==> src/verilog/hio_pkg.sv <==
// Constants for the host I/O control and status port.
package hio_pkg;

  localparam int HIO_W = 36;

  // Host bit n sits at vector index (35 - n)
  localparam int HIO_MSB = 35;

  // Device select: 7-bit code, i.e. the 9-bit device number over four
  localparam logic [6:0] DEV_DISPLAY = 7'h16; // Device 130 (octal)
  localparam logic [6:0] DEV_MAPPER  = 7'h17; // Device 134 (octal)

  // Control word bit numbers (host numbering, bit 0 is the MSB)
  localparam int CO_SYS_CLEAR  = 18;
  localparam int CO_ALARM_ON   = 19;
  localparam int CO_ALARM_OFF  = 20;
  localparam int CO_MAP_ON     = 22;
  localparam int CO_MAP_OFF    = 23;
  localparam int CO_IOSTOP_SET = 24;
  localparam int CO_STOPI_ON   = 25;
  localparam int CO_STOPI_OFF  = 26;
  localparam int CO_IOSTOP_CLR = 27;
  localparam int CO_PSTOP_CLR  = 28;
  localparam int CO_HIT_CLR    = 29;
  localparam int CO_STEP       = 30;
  localparam int CO_PI_ALLOW   = 32;
  localparam int CO_PI_LSB     = 35;

  // Status word bit numbers
  localparam int CI_FLAG0      = 0;
  localparam int CI_FLAG3      = 3;
  localparam int CI_PARITY     = 18;
  localparam int CI_NONEX      = 19;
  localparam int CI_ALARM_EN   = 20;
  localparam int CI_MAP_VIOL   = 21;
  localparam int CI_MAP_EN     = 22;
  localparam int CI_STOP_RDY   = 24;
  localparam int CI_STOPI_EN   = 25;
  localparam int CI_MM_STOP    = 26;
  localparam int CI_IO_STOP    = 27;
  localparam int CI_PROG_STOP  = 28;
  localparam int CI_HIT_STOP   = 29;
  localparam int CI_SCOPE_STOP = 30;
  localparam int CI_IRQ        = 32;
  localparam int CI_PI_LSB     = 35;

  localparam int PI_W      = 3;
  localparam int PI_LINES  = 7;
  localparam logic [PI_W-1:0] PI_RESET = 3'h0;

  // Vector index of host bit n
  function automatic int hio_idx(input int n);
    return HIO_MSB - n;
  endfunction

endpackage

==> src/verilog/hio_pi_decode.sv <==
// One-of-seven decode of the assigned priority level onto interrupt lines.
module hio_pi_decode
  import hio_pkg::*;
(
  input  wire logic                clk,
  input  wire logic                reset_n,
  input  wire logic [PI_W-1:0]     level,
  input  wire logic                request,
  input  wire logic                line_enable_n,
  output logic      [PI_LINES:1]   lines_out
);

  logic [PI_LINES:1] next_lines;

  always_comb begin
    next_lines = '0;
    // Level zero means unassigned: no line is chosen
    if (request && !line_enable_n && level != PI_RESET) begin
      next_lines[level] = 1'b1;
    end
  end

  always_ff @(posedge clk) begin
    if (!reset_n) begin
      lines_out <= '0;
    end else begin
      lines_out <= next_lines;
    end
  end

endmodule

==> src/verilog/hio_port.sv <==
// Host I/O bus control and status port of the display channel processor.
//////////////////////////////////////////////////////////////////////////////
// How it works
// - Control write with bit 32 set loads host bits 33-35 into the priority level flops.
// - Level decodes one of seven lines, driven only while line enable low.
// - Device select code 130 is the display, code 134 the mapper.
// - Display select is qualified by five strobes (not control clear), mapper only by data set, data clear and DATAI.
// - Status read to the display puts the status word on the bus.
// - Bit 18 clears processor and clipper, stop state, no data lost.
// - Bit 19 enables, bit 20 disables the memory alarm interrupt.
// - Bit 22 enables, bit 23 disables the map/protect interrupt.
// - Bit 24 sets, 27 clears I/O stop; 25/26 enable/disable stop irq.
// - Bit 28 clears program stop, 29 clears hit, 30 steps once.
// - Bit 32 allows a new priority level from bits 33-35.
// - Status bits 18-22 report alarms, violation and their enables.
// - Status 24 stopped-ready, 25 stop irq on, 26-30 stop causes.
// - Status 32 shows an interrupt raised, 33-35 the assigned level.
module hio_port
  import hio_pkg::*;
(
  input  wire logic               CLK,
  input  wire logic               RESET_N,
  // Host I/O bus
  input  wire logic [6:0]         DEVICE_SELECT_BITS,
  input  wire logic [HIO_W-1:0]   HOST_DATA_IN,
  output logic      [HIO_W-1:0]   HOST_DATA_OUT,
  output logic                    HOST_DATA_OE,
  input  wire logic               DATAO_SET,
  input  wire logic               DATAO_CLR,
  input  wire logic               CONTROL_SET,
  input  wire logic               CONTROL_CLR,
  input  wire logic               DATAI,
  input  wire logic               STATUS_READ,
  input  wire logic               INTERRUPT_LINE_ENABLE_N,
  output logic      [PI_LINES:1]  PI_REQ,
  // Processor side
  output logic      [HIO_W-1:0]   DATA_WORD,
  output logic                    DISPLAY_DATA_STB,
  output logic                    MAPPER_DATA_STB,
  input  wire logic [HIO_W-1:0]   DISPLAY_READ_WORD,
  input  wire logic [HIO_W-1:0]   MAPPER_READ_WORD,
  output logic                    SYSTEM_CLEAR,
  output logic                    STEP,
  output logic                    IO_STOP,
  input  wire logic [3:0]         PROGRAM_FLAGS,
  input  wire logic               PARITY_ERROR,
  input  wire logic               NONEXISTENT_MEMORY,
  input  wire logic               MAP_VIOLATION,
  input  wire logic               STOPPED_READY,
  input  wire logic               MM_STOP,
  input  wire logic               PROGRAM_STOP,
  input  wire logic               HIT,
  input  wire logic               SCOPE_VIOLATION
);

  //////////////////////////////////////////////////////////////////////////
  // Two-flop synchronisers on every host pin
  localparam int SYN_W = 7 + HIO_W + 7;

  logic [SYN_W-1:0] sync_a;
  logic [SYN_W-1:0] sync_b;
  logic [5:0]       strobe_d;

  always_ff @(posedge CLK) begin
    if (!RESET_N) begin
      sync_a <= '0;
      sync_b <= '0;
    end else begin
      sync_a <= {DEVICE_SELECT_BITS, HOST_DATA_IN, DATAO_SET, DATAO_CLR,
                 CONTROL_SET, CONTROL_CLR, DATAI, STATUS_READ,
                 INTERRUPT_LINE_ENABLE_N};
      sync_b <= sync_a;
    end
  end

  logic [6:0]       sel;
  logic [HIO_W-1:0] hdata;
  logic [5:0]       strobe;
  logic             line_en_n;

  assign sel       = sync_b[SYN_W-1 -: 7];
  assign hdata     = sync_b[7 +: HIO_W];
  assign strobe    = sync_b[6:1];
  assign line_en_n = sync_b[0];

  // Write strobes act once, on their rising edge after synchronisation; DATAI and status read act on level
  always_ff @(posedge CLK) begin
    if (!RESET_N) begin
      strobe_d <= '0;
    end else begin
      strobe_d <= strobe;
    end
  end

  logic [5:0] rise;
  logic       is_disp;
  logic       is_map;

  assign rise    = strobe & ~strobe_d;
  assign is_disp = (sel == DEV_DISPLAY);
  assign is_map  = (sel == DEV_MAPPER);

  // rise: 5 data set, 4 data clr, 3 ctrl set, 2 ctrl clr, 1 DATAI, 0 status
  logic do_set_d;
  logic do_set_m;
  logic do_clr_d;
  logic do_clr_m;
  logic co_wr;
  logic di_d;
  logic di_m;
  logic ci_d;

  assign do_set_d = rise[5] & is_disp;
  assign do_set_m = rise[5] & is_map;
  assign do_clr_d = rise[4] & is_disp;
  assign do_clr_m = rise[4] & is_map;
  assign co_wr    = rise[3] & is_disp;
  assign di_d     = strobe[1] & is_disp;
  assign di_m     = strobe[1] & is_map;
  assign ci_d     = strobe[0] & is_disp;

  // Clear-then-set transfers; only the set edge strobes the processor
  always_ff @(posedge CLK) begin
    if (!RESET_N) begin
      DATA_WORD        <= '0;
      DISPLAY_DATA_STB <= 1'b0;
      MAPPER_DATA_STB  <= 1'b0;
    end else begin
      DISPLAY_DATA_STB <= do_set_d;
      MAPPER_DATA_STB  <= do_set_m;
      if (do_clr_d || do_clr_m) begin
        DATA_WORD <= '0;
      end else if (do_set_d || do_set_m) begin
        DATA_WORD <= DATA_WORD | hdata;
      end
    end
  end

  //////////////////////////////////////////////////////////////////////////
  // Control word decode; the control clear strobe has no bits to act on
  function automatic logic cbit(input logic [HIO_W-1:0] w, input int n);
    return w[hio_idx(n)];
  endfunction

  logic [PI_W-1:0] pi_level;
  logic            alarm_en;
  logic            map_en;
  logic            stopi_en;
  logic            parity_f;
  logic            nonex_f;
  logic            viol_f;
  logic            prog_f;
  logic            hit_f;

  always_ff @(posedge CLK) begin
    if (!RESET_N) begin
      pi_level <= PI_RESET;
    end else if (co_wr && cbit(hdata, CO_PI_ALLOW)) begin
      pi_level <= hdata[hio_idx(CO_PI_LSB) +: PI_W];
    end
  end

  always_ff @(posedge CLK) begin
    if (!RESET_N) begin
      SYSTEM_CLEAR <= 1'b0;
      STEP         <= 1'b0;
    end else begin
      // One-cycle pulses; the processor keeps its registers on clear
      SYSTEM_CLEAR <= co_wr & cbit(hdata, CO_SYS_CLEAR);
      STEP         <= co_wr & cbit(hdata, CO_STEP);
    end
  end

  // Enable and disable in one write: disable wins, the safer outcome
  always_ff @(posedge CLK) begin
    if (!RESET_N) begin
      alarm_en <= 1'b0;
      map_en   <= 1'b0;
      stopi_en <= 1'b0;
    end else if (co_wr) begin
      if (cbit(hdata, CO_ALARM_OFF)) begin
        alarm_en <= 1'b0;
      end else if (cbit(hdata, CO_ALARM_ON)) begin
        alarm_en <= 1'b1;
      end
      if (cbit(hdata, CO_MAP_OFF)) begin
        map_en <= 1'b0;
      end else if (cbit(hdata, CO_MAP_ON)) begin
        map_en <= 1'b1;
      end
      if (cbit(hdata, CO_STOPI_OFF)) begin
        stopi_en <= 1'b0;
      end else if (cbit(hdata, CO_STOPI_ON)) begin
        stopi_en <= 1'b1;
      end
    end
  end

  always_ff @(posedge CLK) begin
    if (!RESET_N) begin
      IO_STOP <= 1'b0;
    end else if (co_wr && cbit(hdata, CO_IOSTOP_CLR)) begin
      IO_STOP <= 1'b0;
    end else if (co_wr && cbit(hdata, CO_IOSTOP_SET)) begin
      IO_STOP <= 1'b1;
    end
  end

  //////////////////////////////////////////////////////////////////////////
  // Sticky causes: a new event in the clearing cycle keeps the flag set
  logic clr_sys;
  logic clr_prog;
  logic clr_hit;

  assign clr_sys  = co_wr & cbit(hdata, CO_SYS_CLEAR);
  assign clr_prog = co_wr & cbit(hdata, CO_PSTOP_CLR);
  assign clr_hit  = co_wr & cbit(hdata, CO_HIT_CLR);

  always_ff @(posedge CLK) begin
    if (!RESET_N) begin
      parity_f <= 1'b0;
      nonex_f  <= 1'b0;
      viol_f   <= 1'b0;
      prog_f   <= 1'b0;
      hit_f    <= 1'b0;
    end else begin
      parity_f <= PARITY_ERROR | (parity_f & ~clr_sys);
      nonex_f  <= NONEXISTENT_MEMORY | (nonex_f & ~clr_sys);
      viol_f   <= MAP_VIOLATION | (viol_f & ~clr_sys);
      prog_f   <= PROGRAM_STOP | (prog_f & ~clr_prog & ~clr_sys);
      hit_f    <= HIT | (hit_f & ~clr_hit & ~clr_sys);
    end
  end

  logic irq;

  assign irq = (alarm_en & (parity_f | nonex_f))
             | (map_en & viol_f)
             | (stopi_en & STOPPED_READY);

  hio_pi_decode hio_pi_decode_i (
    .clk           (CLK),
    .reset_n       (RESET_N),
    .level         (pi_level),
    .request       (irq),
    .line_enable_n (line_en_n),
    .lines_out     (PI_REQ)
  );

  //////////////////////////////////////////////////////////////////////////
  // Status word, assembled in host numbering; unlisted bits stay zero
  logic [HIO_W-1:0] status;

  always_comb begin
    status = '0;
    status[hio_idx(CI_FLAG3) +: 4] = PROGRAM_FLAGS;
    status[hio_idx(CI_PARITY)]     = parity_f;
    status[hio_idx(CI_NONEX)]      = nonex_f;
    status[hio_idx(CI_ALARM_EN)]   = alarm_en;
    status[hio_idx(CI_MAP_VIOL)]   = viol_f;
    status[hio_idx(CI_MAP_EN)]     = map_en;
    status[hio_idx(CI_STOP_RDY)]   = STOPPED_READY;
    status[hio_idx(CI_STOPI_EN)]   = stopi_en;
    status[hio_idx(CI_MM_STOP)]    = MM_STOP;
    status[hio_idx(CI_IO_STOP)]    = IO_STOP;
    status[hio_idx(CI_PROG_STOP)]  = prog_f;
    status[hio_idx(CI_HIT_STOP)]   = hit_f;
    status[hio_idx(CI_SCOPE_STOP)] = SCOPE_VIOLATION;
    status[hio_idx(CI_IRQ)]        = |PI_REQ;
    status[hio_idx(CI_PI_LSB) +: PI_W] = pi_level;
  end

  // Bus drive held as long as the read strobe stays up
  always_ff @(posedge CLK) begin
    if (!RESET_N) begin
      HOST_DATA_OUT <= '0;
      HOST_DATA_OE  <= 1'b0;
    end else begin
      HOST_DATA_OE <= ci_d | di_d | di_m;
      if (ci_d) begin
        HOST_DATA_OUT <= status;
      end else if (di_d) begin
        HOST_DATA_OUT <= DISPLAY_READ_WORD;
      end else if (di_m) begin
        HOST_DATA_OUT <= MAPPER_READ_WORD;
      end else begin
        HOST_DATA_OUT <= '0;
      end
    end
  end

endmodule

==> config.mk <==
export PLATFORM = sky130hd
export DESIGN_NAME = hio_port
export DESIGN_NICKNAME = d
export VERILOG_FILES = /design/src/verilog/hio_pkg.sv /design/src/verilog/hio_pi_decode.sv /design/src/verilog/hio_port.sv
export SDC_FILE = /design/constraint.sdc
export NUM_CORES = 1
export LEC_CHECK = 0
export ABC_AREA = 1
export BUFFER_PORTS_ARGS = -buffer_cell sky130_fd_sc_hd__buf_2
export CORE_UTILIZATION = 40
export DETAILED_ROUTE_END_ITERATION = 6
export PLACE_DENSITY = 0.69
export RECOVER_POWER = 100
export SYNTH_ARGS = -nofsm -noshare
export SYNTH_HDL_FRONTEND = slang
export SYNTH_SLANG_ARGS = --single-unit
==> constraint.sdc <==
create_clock -name CLK -period 2 [get_ports CLK]
set_clock_uncertainty 0.1 [all_clocks]
set_input_delay 0.1 -clock CLK [delete_from_list [all_inputs] [get_ports CLK]]
set_output_delay 0.1 -clock CLK [all_outputs]
set_load 0.1 [all_outputs]
==> results.rst, run 1 <==
.. list-table::
   :header-rows: 1

   * - Metric
     - Value
   * - Final Critical Period
     - 1780 ps
   * - FF-to-FF End
     - HOST_DATA_OUT[28]
   * - Total standard cell area after synthesis
     - 0.00684 mm²
   * - Antenna violations before repair
     - 0
   * - Slew at the pin closest to its max-slew limit
     - 1210 ps
   * - # fillers
     - 1431
   * - Deepest level of the CTS H-tree
     - 4
   * - Core area
     - 0.0166 mm²
   * - Placement row count
     - 47
   * - Classification of the worst setup path
     - register to register
   * - DRC Markers
     - 0
   * - Number of different library cells in the post-synthesis netlist
     - 24
   * - Avg Vias per Cell
     - 4.52
   * - Fraction of the cycle the final worst path needs
     - 0.889
   * - Flops & latches, synth
     - 197
   * - Critical hold path startpoint
     - RESET_N
   * - Worst reg-to-reg setup slack
     - 220 ps
   * - Die width
     - 133 µm
   * - Instance count along the most critical hold path
     - 5
   * - Run status
     - finished, final reports clean
   * - Syn Nets
     - 998
   * - Critical Path RT
     - 2260 ps
   * - Capture endpoint of the worst hold path
     - HOST_DATA_OUT[19]
   * - Commonest cells after routing, fill and taps aside
     - dfxtp_1, nand2_1, inv_1, dlygate4sd3_1, buf_2
   * - Instance count of the mapped netlist
     - 862
   * - Sequential share of the synthesized area
     - 0.577
   * - Starting density of the core
     - 0.411
   * - Average size of a mapped cell
     - 7.93 µm²
   * - Cell chosen for the clock root
     - clkbuf_16
   * - Overall global routing resource usage
     - 0.212
   * - Fraction of post-synthesis cell area in the top cell type by area
     - 0.577
   * - Clock tree from TritonCTS
     - done
   * - Detail-routed net length per standard cell
     - 12.7 µm
   * - Weighted congestion at the end of routability-driven global placement
     - 0.793
   * - Post-synth top area cell
     - dfxtp_1
   * - Achievable frequency
     - 563 MHz
   * - Setup violators final
     - 0
   * - Worst reg-to-reg path cell count
     - 7
   * - Vias in the first global route
     - 6272
   * - Setup Slack @ Placement
     - 308 ps
   * - DPL Wire Length
     - 10700 µm
   * - Standby leakage power
     - 0.00532 µW
   * - Critical Path AT
     - 2030 ps
   * - Clock latency on the worst-skew pair
     - 430 ps
   * - Number of violations reported at the end of detailed-routing iteration 0
     - 278
   * - Area grow syn2layout
     - 46.3%
   * - Number of cells after detailed placement
     - 1268
   * - Number of detailed-routing iterations run before antenna repair
     - 4
   * - Maximum root-to-sink buffer count
     - 2
   * - Clock sinks
     - 197
   * - Clock slew at the register clock pins of the worst setup and hold paths
     - 70 ps
   * - VDD IR-drop max
     - 585 µV
   * - Worst setup margin
     - 223 ps
   * - Critical R2R Launch
     - sync_b[48]
   * - Remaining Overflow, GRT
     - 0
   * - Critical path launch point type
     - register
   * - Worst Path Max Fanout
     - 17
   * - Count of synthesis-stage warnings from yosys
     - 0
   * - Most frequent standard cell in the layout excluding fill and tap cells
     - dfxtp_1
   * - Sum of negative setup slack
     - 0 ps
   * - Non-filler cells in the finished layout
     - 1433
   * - Pwr Density
     - 794 mW/mm²
   * - NumNets Final
     - 1336
   * - Placed inst area
     - 0.00814 mm²
   * - Type of the tightest min-delay check
     - input port to register
   * - Leading post-synthesis cells by cell area
     - dfxtp_1, nand2_1, inv_1
   * - Finished Core Util
     - 0.601
   * - Total routed wirelength
     - 18200 µm
   * - Overall die area
     - 0.0176 mm²
   * - Final-report max-slew violation count
     - 0
   * - Count of vias placed by the detailed router
     - 6480
   * - Diode insertion count for antenna repair
     - 0
   * - Post-route antenna net violation count
     - 0
   * - Max-cap violation count
     - 0
   * - Number of I/O port buffers
     - 219
   * - Max-slew headroom at the worst pin
     - 0.190
   * - I/O Pins
     - 221
   * - Final hold violation count
     - 0
   * - Crit end category
     - register
   * - Wire length of the first global-routing pass
     - 29400 µm
   * - Pin count of the biggest net entering global routing
     - 115
   * - Post-CTS Setup Inserts
     - 0
   * - Die height
     - 133 µm
   * - Total CTS buffers
     - 17
   * - Fraction of final layout cells with drive strength greater than 1
     - 0.226
   * - Unrepaired setup endpoints after global routing
     - false
   * - Design area
     - 0.0100 mm²
Yosys cell counts:
cell type and n:
a31oi_1 4, nand3_1 80, nand3b_1 1, nand2_1 185, buf_4 3, nand2_2 3
inv_2 2, nand4_1 44, o21ai_0 1, or2_2 3, nor3_1 7, nor2_2 2
nor2_4 5, nor2_1 63, clkbuf_1 24, a21oi_1 42, nand3_2 1, buf_6 1
buf_1 1, inv_1 175, nand2_4 1, dfxtp_1 197, clkinv_1 1, buf_2 16
worst max-delay path by stage:
stage                     cells past startpoint                         start                end  slack [ps]
after global routing                          7                    sync_b[46]  HOST_DATA_OUT[28]          70
after CTS                                     9                    sync_b[46]      DATA_WORD[24]         300
after floorplan                               6  hio_pi_decode_i.lines_out[6]   HOST_DATA_OUT[3]         480
after global placement                        9                    sync_b[46]      DATA_WORD[15]         360
final                                         7                    sync_b[48]  HOST_DATA_OUT[28]         220
after detailed placement                      9                    sync_b[46]      DATA_WORD[33]         310
timing repair:
action	CTS	global route
endpoints found under the hold margin	90	0
hold buffers	133	0
gates resized for setup	0	0
registers in the layout, indices dropped and copies added, names as in the netlist, 3 cells and up:
| signal | flops |
|---|---|
| strobe_d | 3 |
| sync_b | 49 |
| sync_a | 49 |
| pi_level | 3 |
| hio_pi_decode_i.lines_out | 7 |
| DATA_WORD | 36 |
| HOST_DATA_OUT | 36 |
power breakdown:
part / total, µW / switching (µW) / internal, µW / leakage (µW)
Combinational: 564 / 242 / 322 / 0.00343
Sequential: 4060 / 37.0 / 4020 / 0.00161
Clock: 3320 / 1530 / 1790 / 0.000282
Total: 7940 / 1810 / 6130 / 0.00532
worst max-delay path, stage by stage, from the launching register on:
cell and delay [ps]:
dfxtp_1 310, inv_2 50, nand2_1 70, nor2_4 140, nand2_1 150, nor2_2 610
nand3_1 150, nand2_1 130
through the flow:
stage / hold WS, ps / power (µW)
after floorplan: 97.6 / 4320
after global placement: 179 / 4500
after detailed placement: 184 / 4500
after CTS: 100 / 8040
after global routing: 160 / 8260
final: 135 / 7940
layer usage:
metal / up-vias / track usage / routed length, µm
met5: - / 0 / 0
li1: 3293 / - / -
met4: 0 / 0.0913 / 414
met1: 2883 / 0.239 / 7560
met3: 35 / 0.0590 / 1350
met2: 269 / 0.374 / 8890
area by class of cell:
type                    count  area, µm²  area share
flip-flops and latches    197       3940       0.394
repair buffers            364       2540       0.254
multi-input cells         442       2000       0.200
inverters                 178        668      0.0668
clock buffers              18        439      0.0439
well taps                 220        275      0.0275
clock inverters            14        139      0.0139
cell families after synthesis:
family,Yosys count,synth area share
AOI/OAI and AO/OA,47,0.0351
buffers and inverters,223,0.128
DFF,197,0.577
and+or+nand+nor,395,0.260
Power figures use the tool's default switching activity.
==> run 2, diff against run 1 <==
--- a/config.mk
+++ b/config.mk
@@ -5,12 +5,12 @@
 export SDC_FILE = /design/constraint.sdc
 export NUM_CORES = 1
 export LEC_CHECK = 0
-export ABC_AREA = 1
 export BUFFER_PORTS_ARGS = -buffer_cell sky130_fd_sc_hd__buf_2
 export CORE_UTILIZATION = 40
 export DETAILED_ROUTE_END_ITERATION = 6
-export PLACE_DENSITY = 0.69
+export PLACE_DENSITY = 0.7
 export RECOVER_POWER = 100
+export SETUP_SLACK_MARGIN = 0.3
 export SYNTH_ARGS = -nofsm -noshare
 export SYNTH_HDL_FRONTEND = slang
 export SYNTH_SLANG_ARGS = --single-unit
==> results.rst, run 2 <==
.. list-table::
   :header-rows: 1

   * - Metric
     - Value
   * - Run status
     - finished, final reports clean
   * - Wire length of the first global-routing pass
     - 25900 µm
   * - Syn Nets
     - 757
   * - DPL Wire Length
     - 10600 µm
   * - Crit end category
     - register
   * - Final Critical Period
     - 1670 ps
   * - Maximum root-to-sink buffer count
     - 2
   * - Critical hold path startpoint
     - DISPLAY_READ_WORD[7]
   * - VDD IR-drop max
     - 583 µV
   * - Worst reg-to-reg path cell count
     - 4
   * - Met3 GRT Util
     - 0.0636
   * - Type of the tightest min-delay check
     - input port to register
   * - DRC Markers
     - 0
   * - Slew at the pin closest to its max-slew limit
     - 699 ps
   * - Number of I/O port buffers
     - 219
   * - Die width
     - 129 µm
   * - Average size of a mapped cell
     - 10.4 µm²
   * - I/O Pins
     - 221
   * - Cell chosen for the clock root
     - clkbuf_16
   * - Achievable frequency
     - 599 MHz
   * - Critical R2R Launch
     - sync_b[49]
   * - Number of detailed-routing iterations run before antenna repair
     - 5
   * - Total CTS buffers
     - 17
   * - Deepest level of the CTS H-tree
     - 4
   * - Total routed wirelength
     - 17100 µm
   * - Finished Core Util
     - 0.595
   * - Commonest cells in the synthesized netlist
     - dfxtp_1, and2_1, nor2_1, a31oi_1, nand2_1
   * - Biggest registers after layout
     - sync_a x49, sync_b x49
   * - Classification of the worst setup path
     - input port to register
   * - Count of synthesis-stage warnings from yosys
     - 0
   * - Weighted congestion at the end of routability-driven global placement
     - 0.775
   * - Pwr Density
     - 845 mW/mm²
   * - Final hold violation count
     - 0
   * - Flops & latches, synth
     - 197
   * - Worst reg-to-reg setup slack
     - 360 ps
   * - Worst Path Max Fanout
     - 18
   * - Critical path launch point type
     - input port
   * - Most frequently used cell type in the post-synthesis netlist
     - dfxtp_1
   * - Setup violators final
     - 0
   * - Sequential share of the synthesized area
     - 0.610
   * - Antenna violations before repair
     - 0
   * - Met2 demand-to-capacity share in global routing
     - 0.383
   * - Dominant synthesized flop cell
     - dfxtp_1
   * - Unrepaired setup endpoints after global routing
     - false
   * - NumNets Final
     - 1072
   * - Instance count of the mapped netlist
     - 621
   * - Clock slew at the register clock pins of the worst setup and hold paths
     - 80 ps
   * - Fraction of post-synthesis cell area in the top cell type by area
     - 0.610
   * - Core area
     - 0.0158 mm²
   * - Sum of negative setup slack
     - 0 ps
   * - Count of vias placed by the detailed router
     - 5430
   * - Number of different library cells in the post-synthesis netlist
     - 38
   * - Post-synth top area cell
     - dfxtp_1
   * - Max-cap violation count
     - 0
   * - Vias in the first global route
     - 5371
   * - Post-CTS Setup Inserts
     - 0
   * - Clock latency on the worst-skew pair
     - 430 ps
   * - Max-slew headroom at the worst pin
     - 0.534
   * - Detail-routed net length per standard cell
     - 14.7 µm
   * - Fraction of final layout cells with drive strength greater than 1
     - 0.296
   * - Number of violations reported at the end of detailed-routing iteration 0
     - 185
   * - Critical Path AT
     - 1910 ps
   * - # fillers
     - 1296
   * - Leading post-synthesis cells by cell area
     - dfxtp_1, and2_1, a31oi_1
   * - Starting density of the core
     - 0.408
   * - Final-report max-slew violation count
     - 0
   * - Diode insertion count for antenna repair
     - 0
   * - Clock sinks
     - 197
   * - Remaining Overflow, GRT
     - 0
   * - Total standard cell area after synthesis
     - 0.00646 mm²
   * - Placement row count
     - 46
   * - EDFF count, synth
     - 0
   * - Overall die area
     - 0.0167 mm²
   * - Post-route antenna net violation count
     - 0
   * - Instance count along the most critical hold path
     - 4
   * - Commonest cells after routing, fill and taps aside
     - dfxtp_1, buf_2, dlygate4sd3_1, and2_1, clkbuf_2
   * - Critical Path RT
     - 2240 ps
   * - Standby leakage power
     - 0.00404 µW
   * - Most frequent standard cell in the layout excluding fill and tap cells
     - dfxtp_1
   * - Avg Vias per Cell
     - 4.66
   * - Die height
     - 129 µm
   * - Capture endpoint of the worst hold path
     - HOST_DATA_OUT[7]
   * - Clock tree from TritonCTS
     - done
   * - Layer with the highest usage after global routing
     - met2
   * - Fraction of the cycle the final worst path needs
     - 0.835
   * - Met1 Track Usage GR
     - 0.209
   * - Pin count of the biggest net entering global routing
     - 99
   * - Area grow syn2layout
     - 45.7%
   * - Overall global routing resource usage
     - 0.205
   * - Synth async-reset ratio
     - 0
   * - FF-to-FF End
     - viol_f
-- run 2: cell count changes after synthesis, sizes merged, moves of 34 or more --
cell   change
nand2    -163
nand4     -44
a31oi     +34
inv      -170
nand3     -79
and2     +123
-- run 2: timing repair --
item,in CTS,in global routing
hold buffers,110,0
endpoints found under the setup margin,2,23
resized for setup,1,3
endpoints found under the hold margin,91,0
-- run 2: worst max-delay path: stages --
cell and delay (ps):
dlygate4sd3_1 520, clkbuf_1 300, buf_4 280, nor2b_1 230, o211ai_1 220, nor3b_1 250
-- run 2: cells by family after synthesis --
group / count (synthesis) / synth area share
AO/OA/AOI/OAI: 116 / 0.113
buffers and inverters: 54 / 0.0422
flip-flops: 197 / 0.610
multiplexers: 3 / 0.00465
AND/OR/NAND/NOR: 251 / 0.230
-- run 2: power breakdown --
part | internal, µW | leakage [µW] | switching [µW] | total, µW
Clock | 1780 | 0.000289 | 1590 | 3370
Combinational | 333 | 0.00214 | 203 | 535
Sequential | 4020 | 0.00161 | 33.9 | 4050
Total | 6140 | 0.00404 | 1830 | 7960
-- run 2: routing by layer --
metal | vias up | part of all wire
li1 | 2709 | -
met3 | 32 | 0.071
met2 | 187 | 0.51
met1 | 2502 | 0.39
met5 | - | 0
met4 | 0 | 0.025
-- run 2: final cells by class --
type | instances | area (µm²) | area share
tap | 216 | 270 | 0.0287
clock inverter | 15 | 160 | 0.0170
inverter | 7 | 26.3 | 0.00279
sequential | 197 | 3950 | 0.419
clock buffer | 17 | 425 | 0.0452
multi-input combinational | 370 | 2260 | 0.240
timing repair buffer | 343 | 2330 | 0.247
-- run 2: per-stage QoR --
step                cells  worst slack [ps]  hold slack (ps)  area, µm²  power (µW)
detailed placement   1023               296              209       7730        4510
floorplan             621               303              127       6460        4330
global placement     1023               347              205       7730        4500
finish               1165               330             27.5       9420        7960
CTS                  1165               364             4.53       9420        8050
global route         1165               226             41.5       9420        8270
-- run 2: how the worst max path moves through the flow --
stage / start / endpoint / slack, ps / cells past startpoint
after floorplan: hio_pi_decode_i.lines_out[7] / HOST_DATA_OUT[3] / 300 / 3
after global placement: sync_b[43] / HOST_DATA_OUT[24] / 350 / 3
after detailed placement: sync_b[43] / HOST_DATA_OUT[12] / 300 / 3
after CTS: sync_b[49] / pi_level[0] / 360 / 4
after global routing: RESET_N / hio_pi_decode_i.lines_out[6] / 230 / 6
final: RESET_N / hio_pi_decode_i.lines_out[6] / 330 / 6
